[src/hdl/vpw_link_defines.vh]
// constants for the vpw link control register block
`ifndef VPW_LINK_DEFINES_VH
`define VPW_LINK_DEFINES_VH
`define ADDR_CTRL_ONE     4'h0
`define ADDR_CTRL_TWO     4'h4
`define ADDR_STATUS       4'h8
`define ADDR_VECTOR       4'hc
`define C1_FREQ_BIT       6
`define C1_RATE_HI_BIT    5
`define C1_RATE_LO_BIT    4
`define C1_IRQ_EN_BIT     1
`define C1_WAIT_STOP_BIT  0
`define C2_ANALOG_LOOPBACK_BIT      7
`define C2_DIGITAL_LOOPBACK_BIT      6
`define C2_FAST_RX_BIT    5
`define C2_NBF_BIT        4
`define C2_EOD_BIT        3
`define C2_SINGLE_BIT     2
`define C2_MCRC_BIT       1
`define C2_MNOCRC_BIT     0
`define CTRL_ONE_RESET    8'h00
`define CTRL_TWO_RESET    8'hc0
`define VECTOR_BREAK      16'h001c
`define VECTOR_TX_EMPTY   16'h0020
`define VECTOR_IDLE       16'h0000
`define EOF_TIME_US       280
`define IFS_TIME_US       300
`define CLK_MHZ           40
`define EOF_CYCLES        (`EOF_TIME_US * `CLK_MHZ)
`define IFS_CYCLES        (`IFS_TIME_US * `CLK_MHZ)
`define IDLE_CNT_W        14
`define EOF_COUNT         14'h2bc0
`define IFS_COUNT         14'h2ee0
`endif

[src/hdl/vpw_link_control_regs.v]
// control and response logic of the vpw serial link controller
//
// Summary of operation
// - frequency bit selects 1.048576 MHz binary or 1 MHz integer timebase.
// - rate bits divide system clock by 1, 2, 4 or 8.
// - rate bits accept one write per reset, then become read-only.
// - interrupt enable gates run-mode requests only, not wake-up requests.
// - interrupt request stays asserted until every pending source is cleared.
// - pending interrupts may be discarded when enable is cleared.
// - wait clock bit stops internal clocks during cpu wait mode.
// - analog loopback routes drive-stage input to receiver, bus undriven; here the bit only starts the idle wait, the pin stays driven.
// - after analog loopback clears, wait eof idle to receive, ifs to send.
// - digital loopback connects receive input to transmit output.
// - after digital loopback clears, require eof idle rx, ifs idle tx.
// - fast receive bit selects receive-only 41.6 kbps, else 10.4 kbps.
// - received break clears fast receive and loads vector 001c hex.
// - normalization format bit picks nb level for crc or non-crc responses.
// - end of data appends crc after current byte and any shadow byte.
// - setting end of data clears transmit-empty flag at once.
// - end of data auto-clears on first crc bit, valid eod, or error.
// - several response bits: act on highest priority, read back as written.
// - losing single-byte responder keeps sending its id until its own byte is seen.
// - responder sends one active normalization bit before its id byte.
//
// Our own choices: the register addresses and the Wishbone interface to the registers.
`timescale 1ns/1ps
`include "vpw_link_defines.vh"

module vpw_link_control_regs (
    input  wire        clk_i,
    input  wire        rst_i,
    // classic wishbone slave
    input  wire        wb_cyc_i,
    input  wire        wb_stb_i,
    input  wire        wb_we_i,
    input  wire [3:0]  wb_adr_i,
    input  wire [3:0]  wb_sel_i,
    input  wire [31:0] wb_dat_i,
    output reg  [31:0] wb_dat_o,
    output reg         wb_ack_o,
    // cpu and mode context
    input  wire        cpu_wait_i,
    input  wire        wake_req_i,
    input  wire        irq_src_i,
    // link core events, same clock
    input  wire        break_rx_i,
    input  wire        crc_bit_start_i,
    input  wire        eod_rx_valid_i,
    input  wire        bus_error_i,
    input  wire        tx_empty_set_i,
    input  wire        shadow_full_i,
    input  wire        ifr_lost_i,
    input  wire        own_byte_seen_i,
    input  wire        core_tx_i,
    // transceiver pins
    input  wire        digital_rx_in_i,
    output reg         digital_tx_out_o,
    output reg         link_rx_o,
    // link core control
    output reg         link_timebase_o,
    output reg         timebase_binary_o,
    output reg         core_clk_en_o,
    output reg         irq_o,
    output reg         fast_rx_mode_o,
    output reg         rx_allow_o,
    output reg         tx_allow_o,
    output reg         norm_bit_crc_o,
    output reg         norm_bit_nocrc_o,
    output reg         crc_after_shadow_o,
    output reg         send_single_o,
    output reg         send_multi_crc_o,
    output reg         send_multi_nocrc_o,
    output reg         resend_id_o,
    output reg         send_norm_bit_o
);

    reg  [7:0]  ctrl_one_reg;
    reg         rate_locked_reg;
    reg  [7:0]  ctrl_two_reg;
    reg  [15:0] vector_reg;
    reg         tx_empty_reg;
    reg         irq_pend_reg;
    reg  [2:0]  div_cnt_reg;
    reg  [13:0] idle_cnt_reg;
    reg         idle_wait_reg;
    reg         rx_meta_reg;
    reg         rx_sync_reg;
    reg         resend_reg;
    wire [2:0]  div_max;
    wire        wr_stb;
    wire        eod_clear;

    // register map, byte addresses on the bus
    //   0x0  control one
    //   0x4  control two
    //   0x8  status, read only
    //   0xc  state vector, read clears
    //
    // control one fields
    //   bit 6    timebase frequency select
    //   bits 5:4 rate select, one write per reset
    //   bit 1    interrupt request enable
    //   bit 0    wait clock stop
    //   others   read as zero
    //
    // control two fields
    //   bit 7    analog loopback
    //   bit 6    digital loopback
    //   bit 5    fast receive only
    //   bit 4    normalization bit format
    //   bit 3    end of data request
    //   bit 2    single byte response
    //   bit 1    multi byte response, crc
    //   bit 0    multi byte response, no crc
    //
    // status fields
    //   bit 2    interrupt pending
    //   bit 1    transmit buffer empty
    //   bit 0    rate bits locked
    //
    // bus timing
    //   a request is answered one cycle
    //   after it is first seen; writes land
    //   and read data stands in the ack cycle
    //   ack never stays high two cycles, but
    //   a held request is taken again every other cycle
    //
    // timebase
    //   the divider emits a one-cycle enable
    //   pulse; the link core counts symbol
    //   times in those pulses, never in raw
    //   system clocks
    //   divide by 4 or 8 still works here so
    //   that a misprogrammed part fails
    //   visibly rather than silently
    //
    // loopback exit
    //   both loopbacks share one idle counter;
    //   rx opens at the end-of-frame count
    //   and tx at the separator count
    //   any high level on the synced pin
    //   restarts the count from zero
    //   coming out of reset both loopbacks are
    //   set, so a fresh part also waits for
    //   idle before it joins the bus
    //
    // responses
    //   only the highest priority request bit
    //   drives the link core; the register
    //   keeps the pattern software wrote
    //   a multi byte responder that loses
    //   arbitration gives up; a single byte
    //   responder retries until its own byte
    //   is seen or the bus reports an error
    //

    // priority encode the response request bits
    function [2:0] ifr_encode;
        input [2:0] req;
        begin
            if (req[2])
                ifr_encode = 3'h4;
            else if (req[1])
                ifr_encode = 3'h2;
            else if (req[0])
                ifr_encode = 3'h1;
            else
                ifr_encode = 3'h0;
        end
    endfunction

    assign wr_stb    = wb_cyc_i & wb_stb_i & wb_we_i & wb_ack_o & wb_sel_i[0];
    // divide-by-4/8 remain implementable though unsupported on this part
    assign div_max   = (3'h1 << ctrl_one_reg[5:4]) - 3'h1;
    assign eod_clear = crc_bit_start_i | eod_rx_valid_i | bus_error_i;

    // two-flop sync for the receive pin
    always @(posedge clk_i) begin
        if (rst_i) begin
            rx_meta_reg <= 1'b0;
            rx_sync_reg <= 1'b0;
        end else begin
            rx_meta_reg <= digital_rx_in_i;
            rx_sync_reg <= rx_meta_reg;
        end
    end

    // bus answer: one wait-free cycle, ack then drop
    always @(posedge clk_i) begin
        if (rst_i) begin
            wb_ack_o <= 1'b0;
            wb_dat_o <= 32'h00000000;
        end else begin
            wb_ack_o <= wb_cyc_i & wb_stb_i & ~wb_ack_o;
            case (wb_adr_i)
                `ADDR_CTRL_ONE: wb_dat_o <= {24'h000000, ctrl_one_reg};
                `ADDR_CTRL_TWO: wb_dat_o <= {24'h000000, ctrl_two_reg};
                `ADDR_STATUS:   wb_dat_o <= {29'h00000000, irq_pend_reg,
                                             tx_empty_reg, rate_locked_reg};
                `ADDR_VECTOR:   wb_dat_o <= {16'h0000, vector_reg};
                default:        wb_dat_o <= 32'h00000000;
            endcase
        end
    end

    // control register one
    always @(posedge clk_i) begin
        if (rst_i) begin
            ctrl_one_reg    <= `CTRL_ONE_RESET;
            rate_locked_reg <= 1'b0;
        end else if (wr_stb && wb_adr_i == `ADDR_CTRL_ONE) begin
            ctrl_one_reg[7:6] <= {1'b0, wb_dat_i[`C1_FREQ_BIT]};
            ctrl_one_reg[3:0] <= {2'h0, wb_dat_i[1:0]};
            if (!rate_locked_reg) begin
                ctrl_one_reg[5:4] <= wb_dat_i[5:4];
                rate_locked_reg   <= 1'b1;
            end
        end
    end

    // control register two, with hardware clears
    always @(posedge clk_i) begin
        if (rst_i) begin
            ctrl_two_reg <= `CTRL_TWO_RESET;
        end else begin
            if (wr_stb && wb_adr_i == `ADDR_CTRL_TWO)
                ctrl_two_reg <= wb_dat_i[7:0];       // read as written
            if (break_rx_i)
                ctrl_two_reg[`C2_FAST_RX_BIT] <= 1'b0;
            // a hardware clear beats a same-cycle software set here,
            // since the clearing event already ended the transfer
            if (eod_clear)
                ctrl_two_reg[`C2_EOD_BIT] <= 1'b0;
            if (bus_error_i)
                ctrl_two_reg[2:0] <= 3'h0;
            else if (ifr_lost_i)
                ctrl_two_reg[1:0] <= 2'h0;   // multi byte responses give up
            if (own_byte_seen_i)
                ctrl_two_reg[`C2_SINGLE_BIT] <= 1'b0;
        end
    end

    // state vector and transmit-empty flag
    always @(posedge clk_i) begin
        if (rst_i) begin
            vector_reg   <= `VECTOR_IDLE;
            tx_empty_reg <= 1'b0;
        end else begin
            if (wr_stb && wb_adr_i == `ADDR_CTRL_TWO &&
                wb_dat_i[`C2_EOD_BIT])
                tx_empty_reg <= 1'b0;
            if (tx_empty_set_i)
                tx_empty_reg <= 1'b1;           // set wins over clear
            if (break_rx_i)
                vector_reg <= `VECTOR_BREAK;
            else if (tx_empty_reg && !(wr_stb &&
                     wb_adr_i == `ADDR_CTRL_TWO && wb_dat_i[`C2_EOD_BIT]))
                vector_reg <= `VECTOR_TX_EMPTY;
            else if (wb_cyc_i && wb_stb_i && !wb_we_i && wb_ack_o &&
                     wb_adr_i == `ADDR_VECTOR)
                vector_reg <= `VECTOR_IDLE;     // read clears the source
        end
    end

    // interrupt: held until sources clear, dropped if enable clears
    always @(posedge clk_i) begin
        if (rst_i) begin
            irq_pend_reg <= 1'b0;
            irq_o        <= 1'b0;
        end else begin
            if (irq_src_i || vector_reg != `VECTOR_IDLE)
                irq_pend_reg <= 1'b1;
            else
                irq_pend_reg <= 1'b0;
            if (!ctrl_one_reg[`C1_IRQ_EN_BIT] && !irq_src_i)
                irq_pend_reg <= 1'b0;
            irq_o <= (ctrl_one_reg[`C1_IRQ_EN_BIT] & irq_pend_reg
                      & ~cpu_wait_i) | wake_req_i;
        end
    end

    // timebase divider and wait-mode clock gating
    always @(posedge clk_i) begin
        if (rst_i) begin
            div_cnt_reg     <= 3'h0;
            link_timebase_o <= 1'b0;
            core_clk_en_o   <= 1'b0;
        end else begin
            core_clk_en_o <= ~(cpu_wait_i &
                               ctrl_one_reg[`C1_WAIT_STOP_BIT]);
            if (cpu_wait_i && ctrl_one_reg[`C1_WAIT_STOP_BIT]) begin
                link_timebase_o <= 1'b0;
            end else if (div_cnt_reg >= div_max) begin
                div_cnt_reg     <= 3'h0;
                link_timebase_o <= 1'b1;
            end else begin
                div_cnt_reg     <= div_cnt_reg + 3'h1;
                link_timebase_o <= 1'b0;
            end
        end
    end

    // idle qualification after leaving either loopback
    always @(posedge clk_i) begin
        if (rst_i) begin
            idle_cnt_reg  <= 14'h0000;
            idle_wait_reg <= 1'b0;
        end else if (ctrl_two_reg[`C2_ANALOG_LOOPBACK_BIT] ||
                     ctrl_two_reg[`C2_DIGITAL_LOOPBACK_BIT]) begin
            idle_cnt_reg  <= 14'h0000;
            idle_wait_reg <= 1'b1;
        end else if (idle_wait_reg) begin
            // any bus activity restarts the idle measurement
            if (rx_sync_reg)
                idle_cnt_reg <= 14'h0000;
            else if (idle_cnt_reg < `IFS_COUNT)
                idle_cnt_reg <= idle_cnt_reg + 14'h0001;
            else
                idle_wait_reg <= 1'b0;
        end
    end

    // allow windows and loopback routing
    always @(posedge clk_i) begin
        if (rst_i) begin
            rx_allow_o       <= 1'b0;
            tx_allow_o       <= 1'b0;
            digital_tx_out_o <= 1'b0;
            link_rx_o        <= 1'b0;
        end else begin
            rx_allow_o <= ~idle_wait_reg |
                          (idle_cnt_reg >= `EOF_COUNT);
            tx_allow_o <= ~idle_wait_reg & ~fast_rx_mode_o;
            // digital loopback: core transmit feeds receive internally, so the bus line
            // itself must stay passive from this side
            digital_tx_out_o <= core_tx_i & ~ctrl_two_reg[`C2_DIGITAL_LOOPBACK_BIT];
            if (ctrl_two_reg[`C2_DIGITAL_LOOPBACK_BIT])
                link_rx_o <= core_tx_i;
            else
                link_rx_o <= rx_sync_reg;
        end
    end

    // mode, normalization and response outputs
    always @(posedge clk_i) begin
        if (rst_i) begin
            timebase_binary_o  <= 1'b0;
            fast_rx_mode_o     <= 1'b0;
            norm_bit_crc_o     <= 1'b1;
            norm_bit_nocrc_o   <= 1'b0;
            crc_after_shadow_o <= 1'b0;
            send_single_o      <= 1'b0;
            send_multi_crc_o   <= 1'b0;
            send_multi_nocrc_o <= 1'b0;
            resend_reg         <= 1'b0;
            resend_id_o        <= 1'b0;
            send_norm_bit_o    <= 1'b0;
        end else begin
            timebase_binary_o <= ctrl_one_reg[`C1_FREQ_BIT];
            fast_rx_mode_o    <= ctrl_two_reg[`C2_FAST_RX_BIT];
            norm_bit_crc_o    <= ~ctrl_two_reg[`C2_NBF_BIT];
            norm_bit_nocrc_o  <= ctrl_two_reg[`C2_NBF_BIT];
            crc_after_shadow_o <= ctrl_two_reg[`C2_EOD_BIT] &
                                  shadow_full_i;
            {send_single_o, send_multi_crc_o, send_multi_nocrc_o} <=
                ifr_encode(ctrl_two_reg[2:0]);
            // single-byte responder retries its id after losing
            if (ifr_lost_i && ctrl_two_reg[`C2_SINGLE_BIT])
                resend_reg <= 1'b1;
            else if (own_byte_seen_i || bus_error_i ||
                     !ctrl_two_reg[`C2_SINGLE_BIT])
                resend_reg <= 1'b0;
            resend_id_o <= resend_reg;
            // one nb per response, never on a retry
            send_norm_bit_o <= eod_rx_valid_i & ~resend_reg &
                               (|ctrl_two_reg[2:0]);
        end
    end

endmodule // vpw_link_control_regs

[config.mk]
export PLATFORM = sky130hd
export DESIGN_NAME = vpw_link_control_regs
export DESIGN_NICKNAME = d
export VERILOG_FILES = /design/src/hdl/vpw_link_control_regs.v
export VERILOG_INCLUDE_DIRS = /design/src /design/src/hdl
export SDC_FILE = /design/constraint.sdc
export NUM_CORES = 1
export LEC_CHECK = 0
export BUFFER_PORTS_ARGS = -buffer_cell sky130_fd_sc_hd__buf_2
export CAP_MARGIN = 20
export CORE_MARGIN = 4
export CORE_UTILIZATION = 52
export DETAILED_ROUTE_END_ITERATION = 8
export PLACE_DENSITY_LB_ADDON = 0.25
export SYNTH_ARGS = -nofsm -noshare
export SYNTH_HDL_FRONTEND = slang
export SYNTH_SLANG_ARGS = --single-unit
[constraint.sdc]
create_clock -name clk_i -period 4.05 [get_ports clk_i]
set_clock_uncertainty 0.05 [all_clocks]
set_input_delay 0.81 -clock clk_i [delete_from_list [all_inputs] [get_ports clk_i]]
set_output_delay 0.81 -clock clk_i [all_outputs]
set_load 0.01 [all_outputs]
# After elaboration in Yosys (flattened, before gate mapping)
# Cells that the tools add are included.
# op_classes
n_shift,1
bitwise,26
add_sub_neg,3
eq_ne,3
mux,21
n_reduce_logical,39
order_cmp,3
# ops
op,n
one-hot mux 8 bit (4 select lines),1
two-way mux 14 bit,2
nonzero test 16 bit,1
"adder 14 x 1 -> 14 bit, second input constant",1
"greater-or-equal comparator 14 bit, second input constant",1
"less-than comparator 14 bit, second input constant",1
bitwise AND 1 bit,13
two-way mux 1 bit,12
two-way mux 6 bit,2
OR reduction 2 bit,6
OR reduction 3 bit,4
logical AND 1 bit,11
NOT 1 bit,9
"equality test 4 bit, second input constant",2
nonzero test 2 bit,4
two-way mux 3 bit,2
logical NOT 1 bit,5
two-way mux 5 bit,1
"equality test 4 x 3 -> 1 bit, second input constant",1
logical NOT 4 bit,1
logical OR 1 bit,4
bitwise OR 1 bit,4
AND reduction 2 bit,2
"adder 3 x 1 -> 3 bit, second input constant",1
5 further kinds,5
# word_totals
input_bits,58
word_cells,133
out_inout_bits,50
reg_bits,91

# Depth between registers and ports, before layout
# Gate-level depths: netlist of the first run.
# depth
word_depth,10
depth_mapped,6
mapped_depth_nobuf,6

# Least setup slack after synthesis of the first run
# OpenSTA, ideal clock, no wires.
# synth_path
path_kind,input to register
start,input port wb_adr_i[0]
end,register vector_reg[3]
n_path_buf,1
path_slack_ns,2.119
arrival_ns,1.821
path_stages,5
setup_ns,0.060
cell_sequence,and4bb_2 > nand4_1 > buf_2 > o21ai_0 > a41o_1
# synth_between
elab_chain_cells,7
word_cells_on_any_way,10
classes_between,eq/ne (2); mux (2); reduce/logical (6)
# synth_rtl
item,line,text
from (decl),vpw_link_control_regs.v:36,"input wire [3:0] wb_adr_i,"
equality test 4 x 3 -> 1 bit,-,
logical AND 1 bit (no line),-,
logical AND 1 bit,vpw_link_control_regs.v:256,else if (tx_empty_reg && !(wr_stb &&
logical NOT 1 bit,vpw_link_control_regs.v:256,
logical AND 1 bit,vpw_link_control_regs.v:256,
two-way mux 6 bit,vpw_link_control_regs.v:256,
two-way mux 5 bit,vpw_link_control_regs.v:254,if (break_rx_i)
to (signal assigned),vpw_link_control_regs.v:255,vector_reg <= `VECTOR_BREAK;
to (signal assigned),vpw_link_control_regs.v:258,vector_reg <= `VECTOR_TX_EMPTY;
to (signal assigned),vpw_link_control_regs.v:261,vector_reg <= `VECTOR_IDLE;
to (decl),vpw_link_control_regs.v:80,reg [15:0] vector_reg;
# Parallel ways exist; a longest one is shown, timed or not.
# A chain may end at the register's enable or synchronous reset.

# Final worst setup path of the first run
# layout_path
start,input port wb_adr_i[2]
end,register vector_reg[3]
# Same word-level chain as after synthesis.

==> summary.md, run 1 <==
| Metric | Value |
|---|---|
| Final Max Tran Viols | 0 |
| CP delay by family, top | compound AO/OA/AOI/OAI gates |
| Post-synth EDFFs | 0 |
| Core ar. | 5205 um2 |
| Pwr dens | 370.9 nW/um2 |
| CTS max path bufs | 2 |
| Fin. Hold Viols | 0 |
| Post-Syn Area | 2854 um2 |
| Post-synthesis sequential area ratio | 45.59% |
| Post-CTS Setup Bufs | 0 |
| Crit-path max cell delay | 0.33 ns |
| Cells after DPL | 428 |
| I/O Buffers | 56 |
| Yosys top cell by area | dfxtp_1 |
| Total grt overflow | 0 |
| Max-Slew Margin vs Limit | 53.93% |
| Final min period | 1.992 ns |
| Ys Warns | 0 |
| CTS tree | done |
| Top cells by area, synth | dfxtp_1 (46%), mux2i_1 (8.4%), buf_4 (6.6%), a21oi_1 (4.0%), nand2_1 (3.4%) |
| Die area | 6738 um2 |
| Finished Cell Area | 3274 um2 |
| Post-Synth XOR/XNOR Area | 0% |
| Grt peak-use layer | met2 |
| Rows | 26 |
| Ys flop type | dfxtp_1 |
| Crit Path Category | in2reg |
| GR Layer Usage met2 | 30.29% |
| Io pins | 108 |
| Critical Path RT | 4.28 ns |
| Leak | 1.462 nW |
| Worst min-delay path class | reg2reg |
| Post-synthesis simple-gate area fraction | 20.69% |
| Initial core utilization | 54.83% |
| DPL Wire Length | 4167 um |
| Largest family of logic cells by synthesized area | simple AND/OR/NAND/NOR gates |
| Slowest CP cell | o21ai_0 |
| Worst Max-Slew Pin Slew | 0.6910 ns |
| Status | finished, final reports clean |
| Crit path arrival time | 2.23 ns |
| Ys async rst share | 0% |
| Clock slew at reported path FFs | 0.07 ns |
| Routed Antenna Nets | 0 |
| Count leader, synth | dfxtp_1 |
| Area Overhead vs Synth | 14.73% |
| Die X-Extent | 82.09 um |
| Maximum VDD drop | 0.2715 mV |
| CP Cell Sequence | buf_2, nor2b_1, nand4_1, buf_4, o21ai_0, a41o_1 |
| Clk sinks | 65 |
| H-tree Lvls | 3 |
| FMAX | 502.1 MHz |
| Wire per inst | 12.94 um |
| Clk Latency, worst-skew pair | 0.33 ns |
| CTS Buf Count | 9 |
| Post-DP Area | 3089 um2 |
| Synth Area in Adders | 2.192% |
| Crit path buf inv count | 2 |
| DR DRC count | 0 |
| Setup TNS | 0 ns |
| Via-to-Cell Ratio | 5.164 |
| Resized cells post-CTS | 0 |
| GR Util met1 | 22.02% |
| DR iter-0 viols | 132 |
| Initial antenna violation count | 0 |
| Post-synthesis compound-gate area fraction | 12.41% |
| Clk root buf | clkbuf_8 |
| Final cell count without fillers | 444 |
| M3 GR Usage | 7.895% |
| Startpoint types | input pin |
| Mux cell area share after synthesis | 8.812% |
| Layout net count | 433 |
| Max Cap Viol | 0 |
| Final core occ | 62.91% |
| Share of cells above drive strength 1 | 21.39% |
| Syn avg cell area | 9.118 um2 |
| Vias in the first global route | 2107 |
| First-pass DRT Iterations | 4 |
| Area share of the largest cell type after synthesis | 45.59% |
| Die height | 82.09 um |
| Global Route Usage Sum | 18.45% |
| Ant diodes | 0 |
| RSZ-0062 raised after global routing | false |
| Max FFs per register | 14 |
| Cells after synthesis | 313 |
| First-pass GRT wire length | 9466 um |
| Crit path max fanout | 13 |
| Synth Register Bits | 65 |
| Largest net degree at the start of global routing | 39 |
| Cts hold-fix bufs | 0 |
| Routed wire length | 5744 um |
| Synth unique cells | 48 |
| Vias | 2293 |
| Final setup fails | 0 |
| RD Place Congestion | 0.8019 |
| Synth cell count leaders | dfxtp_1 (65), nand2_1 (26), buf_4 (25) |
| Critical Path End Type | flop |
| Post-route clock period utilization | 49.18% |
[worst paths after layout]
check	from	endpoint	slack (ns)	cells after the start
setup / recovery	wb_adr_i[2]	vector_reg[3]	2.06	6
hold / removal	fast_rx_mode_o	tx_allow_o	0.36	1
setup reg to reg	ctrl_one_reg[5]	div_cnt_reg[2]	2.27	6
hold reg to reg	fast_rx_mode_o	tx_allow_o	0.36	1
[stage by stage]
step	total power, mW	worst slack, ns	hold WS (ns)
finish	1.215	2.058	0.3592
global route	1.264	1.939	0.3777
CTS	1.223	2.018	0.3585
detailed placement	0.7330	1.741	0.3514
global placement	0.7321	1.740	0.3620
floorplan	0.7230	2.119	0.3638
[layer usage]
layer	wire (um)	vias to the layer above
met3	471	5
met4	48	0
met2	2676	81
met1	2547	1047
met5	0	-
li1	-	1160
[cell usage in the layout, fill, tap and decap left out, types with 2 or more instances in the layout]
cell type  count
buf_2         57
o21ai_0        9
clkbuf_8      12
a2111o_1       2
o21a_1         2
nor2_1        24
buf_4          2
or3_1          2
ha_1           5
nor4b_1        2
o2111ai_1      2
and2_1         3
or4_1          5
nor3_1         6
a31oi_1        3
nor2b_1       12
nand2_1       26
nand3_1        4
a21oi_1       23
o31ai_1        4
o21ai_1        2
nand2b_1       5
clkinv_2       3
conb_1        24
inv_1         14
nor3b_1        4
a211oi_1       2
mux2i_1       24
nand4_1        5
dfxtp_1       65
and3_1         2
nor4_1         3
[final cells by class]
class / count / area [um2]
fill: 476 / 1931
multi-input combinational: 220 / 1349
sequential: 65 / 1301
timing repair buffer: 59 / 300.3
clock buffer: 12 / 165.2
tap: 70 / 87.58
inverter: 15 / 56.30
clock inverter: 3 / 15.01
[worst register-to-register path: stages, from the launching register on]
cell,delay [ns]
dfxtp_1,0.34
or2_2,0.30
ha_1,0.26
nand2b_1,0.14
a21oi_1,0.31
o221ai_1,0.15
a21oi_1,0.14
[logic make-up (layout without fill, tap and decap cells)]
kind of cell | after synthesis | count (layout)
simple gates | 110 | 110
buf+inv | 51 | 89
other cells | 1 | 24
compound gates | 56 | 56
fa+ha+maj | 5 | 5
mux | 25 | 25
flops | 65 | 65
[power breakdown]
part           internal [mW]  leakage [nW]  switching [mW]
Sequential             0.648         0.528         0.00519
Clock                  0.266        0.0980           0.228
Combinational         0.0248         0.836          0.0428
Total                  0.938          1.46           0.276
(Power assumes the default switching activity.)
==> run 2, diff against run 1 <==
- CORE_UTILIZATION: 52 -> 44
- clock period: 4.05 -> 1.64 ns (I/O delays scaled with it)
==> summary.md, run 2 (synthesis gave the netlist of run 1 again) <==
| Metric | Value |
|---|---|
| Reg-to-Reg End | idle_cnt_reg[8] |
| Vias | 2390 |
| Worst min-delay path class | in2reg |
| CTS max path bufs | 2 |
| Core ar. | 6314 um2 |
| Leak | 1.630 nW |
| Total power | 3.429 mW |
| R2R Path Start | idle_cnt_reg[7] |
| Global Route Usage Sum | 16.86% |
| Crit Path Category | reg2reg |
| Clock slew at reported path FFs | 0.07 ns |
| RD Place Congestion | 0.8197 |
| Final setup fails | 0 |
| Reg2reg setup slack | 0.06 ns |
| Total grt overflow | 0 |
| Clk root buf | clkbuf_8 |
| Largest net degree at the start of global routing | 16 |
| Via-to-Cell Ratio | 4.990 |
| Finished Cell Area | 3622 um2 |
| Share of cells above drive strength 1 | 31.34% |
| Slowest CP cell | or4_4 |
| Pwr dens | 946.8 nW/um2 |
| Hold depth | 2 |
| Vias in the first global route | 2243 |
| Clk sinks | 65 |
| Post-Place Setup Slack | -0.02842 ns |
| Fin. Hold Viols | 0 |
| Status | finished, final reports clean |
| Crit path arrival time | 1.79 ns |
| Routed wire length | 6146 um |
| FMAX | 634.8 MHz |
| Critical Path End Type | flop |
| Final min period | 1.575 ns |
| Clk Latency, worst-skew pair | 0.34 ns |
| Critical Path RT | 1.86 ns |
| DPL Wire Length | 4563 um |
| CTS tree | done |
| First-pass DRT Iterations | 4 |
| Initial antenna violation count | 0 |
| Slack of the critical path | 0.06467 ns |
| Area Overhead vs Synth | 26.92% |
| Worst Hold Path EP | ctrl_two_reg[2] |
| Max FFs per register | 14 |
| Setup TNS | 0 ns |
| RSZ-0062 raised after global routing | false |
| Ant diodes | 0 |
| DR iter-0 viols | 86 |
| Max Cap Viol | 0 |
| Min Hold Slack | 0.1176 ns |
| Crit path max fanout | 6 |
| Startpoint types | flop |
| DR DRC count | 0 |
| Die X-Extent | 88.54 um |
| Crit-path max cell delay | 0.48 ns |
| Routed Antenna Nets | 0 |
| First-pass GRT wire length | 10290 um |
| Post-DP Area | 3278 um2 |
| Rows | 29 |
| CP Cell Sequence | a31oi_4, o311ai_2, buf_4, or4_4, a21oi_2 |
| Die height | 88.54 um |
| Cells on worst reg2reg path | 5 |
| Layout net count | 460 |
| CTS Buf Count | 9 |
| Most frequent cells in the layout | dfxtp_1 (56), buf_2 (56), buf_4 (30) |
| Io pins | 108 |
| Final Max Tran Viols | 0 |
| Post-route clock period utilization | 96.06% |
| Wire per inst | 12.83 um |
| Die area | 7838 um2 |
| Worst hold path startpoint | own_byte_seen_i |
| Initial core utilization | 45.20% |
| I/O Buffers | 56 |
| H-tree Lvls | 3 |
| Maximum VDD drop | 0.5072 mV |
==> run 2: cell count changes in the layout (fill, tap and decap cells not counted), moves of 3 or more <==
cell,delta
clkinvlp_4,+3
bufinv_16,+3
dfxtp_4,+3
clkbuf_8,-3
dfxtp_1,-9
buf_4,+28
dfxtp_2,+6
==> run 2: power by group <==
group / internal [mW] / total (mW) / switching (mW)
registers: 1.59 / 1.61 / 0.0124
clock network: 1.01 / 1.63 / 0.626
logic: 0.0791 / 0.190 / 0.111
==> run 2: worst max path at each step <==
| stage | start | endpoint | slack [ns] | cells after the start |
|---|---|---|---|---|
| after detailed placement | ctrl_one_reg[5] | div_cnt_reg[2] | -0.03 | 6 |
| after global routing | idle_cnt_reg[13] | idle_cnt_reg[12] | 0.002 | 6 |
| after global placement | ctrl_one_reg[5] | link_timebase_o | -0.009 | 6 |
| after floorplan | ctrl_one_reg[5] | div_cnt_reg[2] | 0.04 | 6 |
| after CTS | idle_cnt_reg[5] | idle_cnt_reg[12] | 0.01 | 4 |
| final | idle_cnt_reg[7] | idle_cnt_reg[8] | 0.06 | 5 |
==> run 2: cell type report <==
| class | instances | area [um2] |
|---|---|---|
| fillers | 576 | 2691 |
| multi-input cells | 220 | 1398 |
| flip-flops and latches | 65 | 1320 |
| repair buffers | 86 | 505.5 |
| clock buffers | 9 | 123.9 |
| clock inverters | 7 | 118.9 |
| well taps | 77 | 96.34 |
| inverters | 15 | 60.06 |
==> run 2: worst max-delay path, delay by kind of cell (launching register included) <==
kind	cells	cell delay, ns
DFF	1	0.36
and+or+nand+nor	1	0.48
AOI/OAI and AO/OA	3	0.43
buffers and inverters	1	0.18
==> run 2: repair_timing <==
action | CTS | global route
pin swaps | 1 | 10
hold buffers | 0 | 0
endpoints found under the setup margin | 5 | 9
buffers inserted | 1 | 3
gates resized for setup | 1 | 26
==> run 2: layer usage <==
layer  track usage (%)  part of all wire (%)
met1             22.85                    47
met2             24.81                    44
met3             6.145                   7.3
met4             5.769                   1.8
met5                 0                     0
==> run 2: stage by stage <==
stage | std cells | util [%]
2_1_floorplan | 336 | -
4_1_cts | 476 | 55.95
5_1_grt | 479 | 57.37
3_3_place_gp | 459 | 51.92
3_5_place_dp | 459 | 51.92
6_report | 479 | 57.37
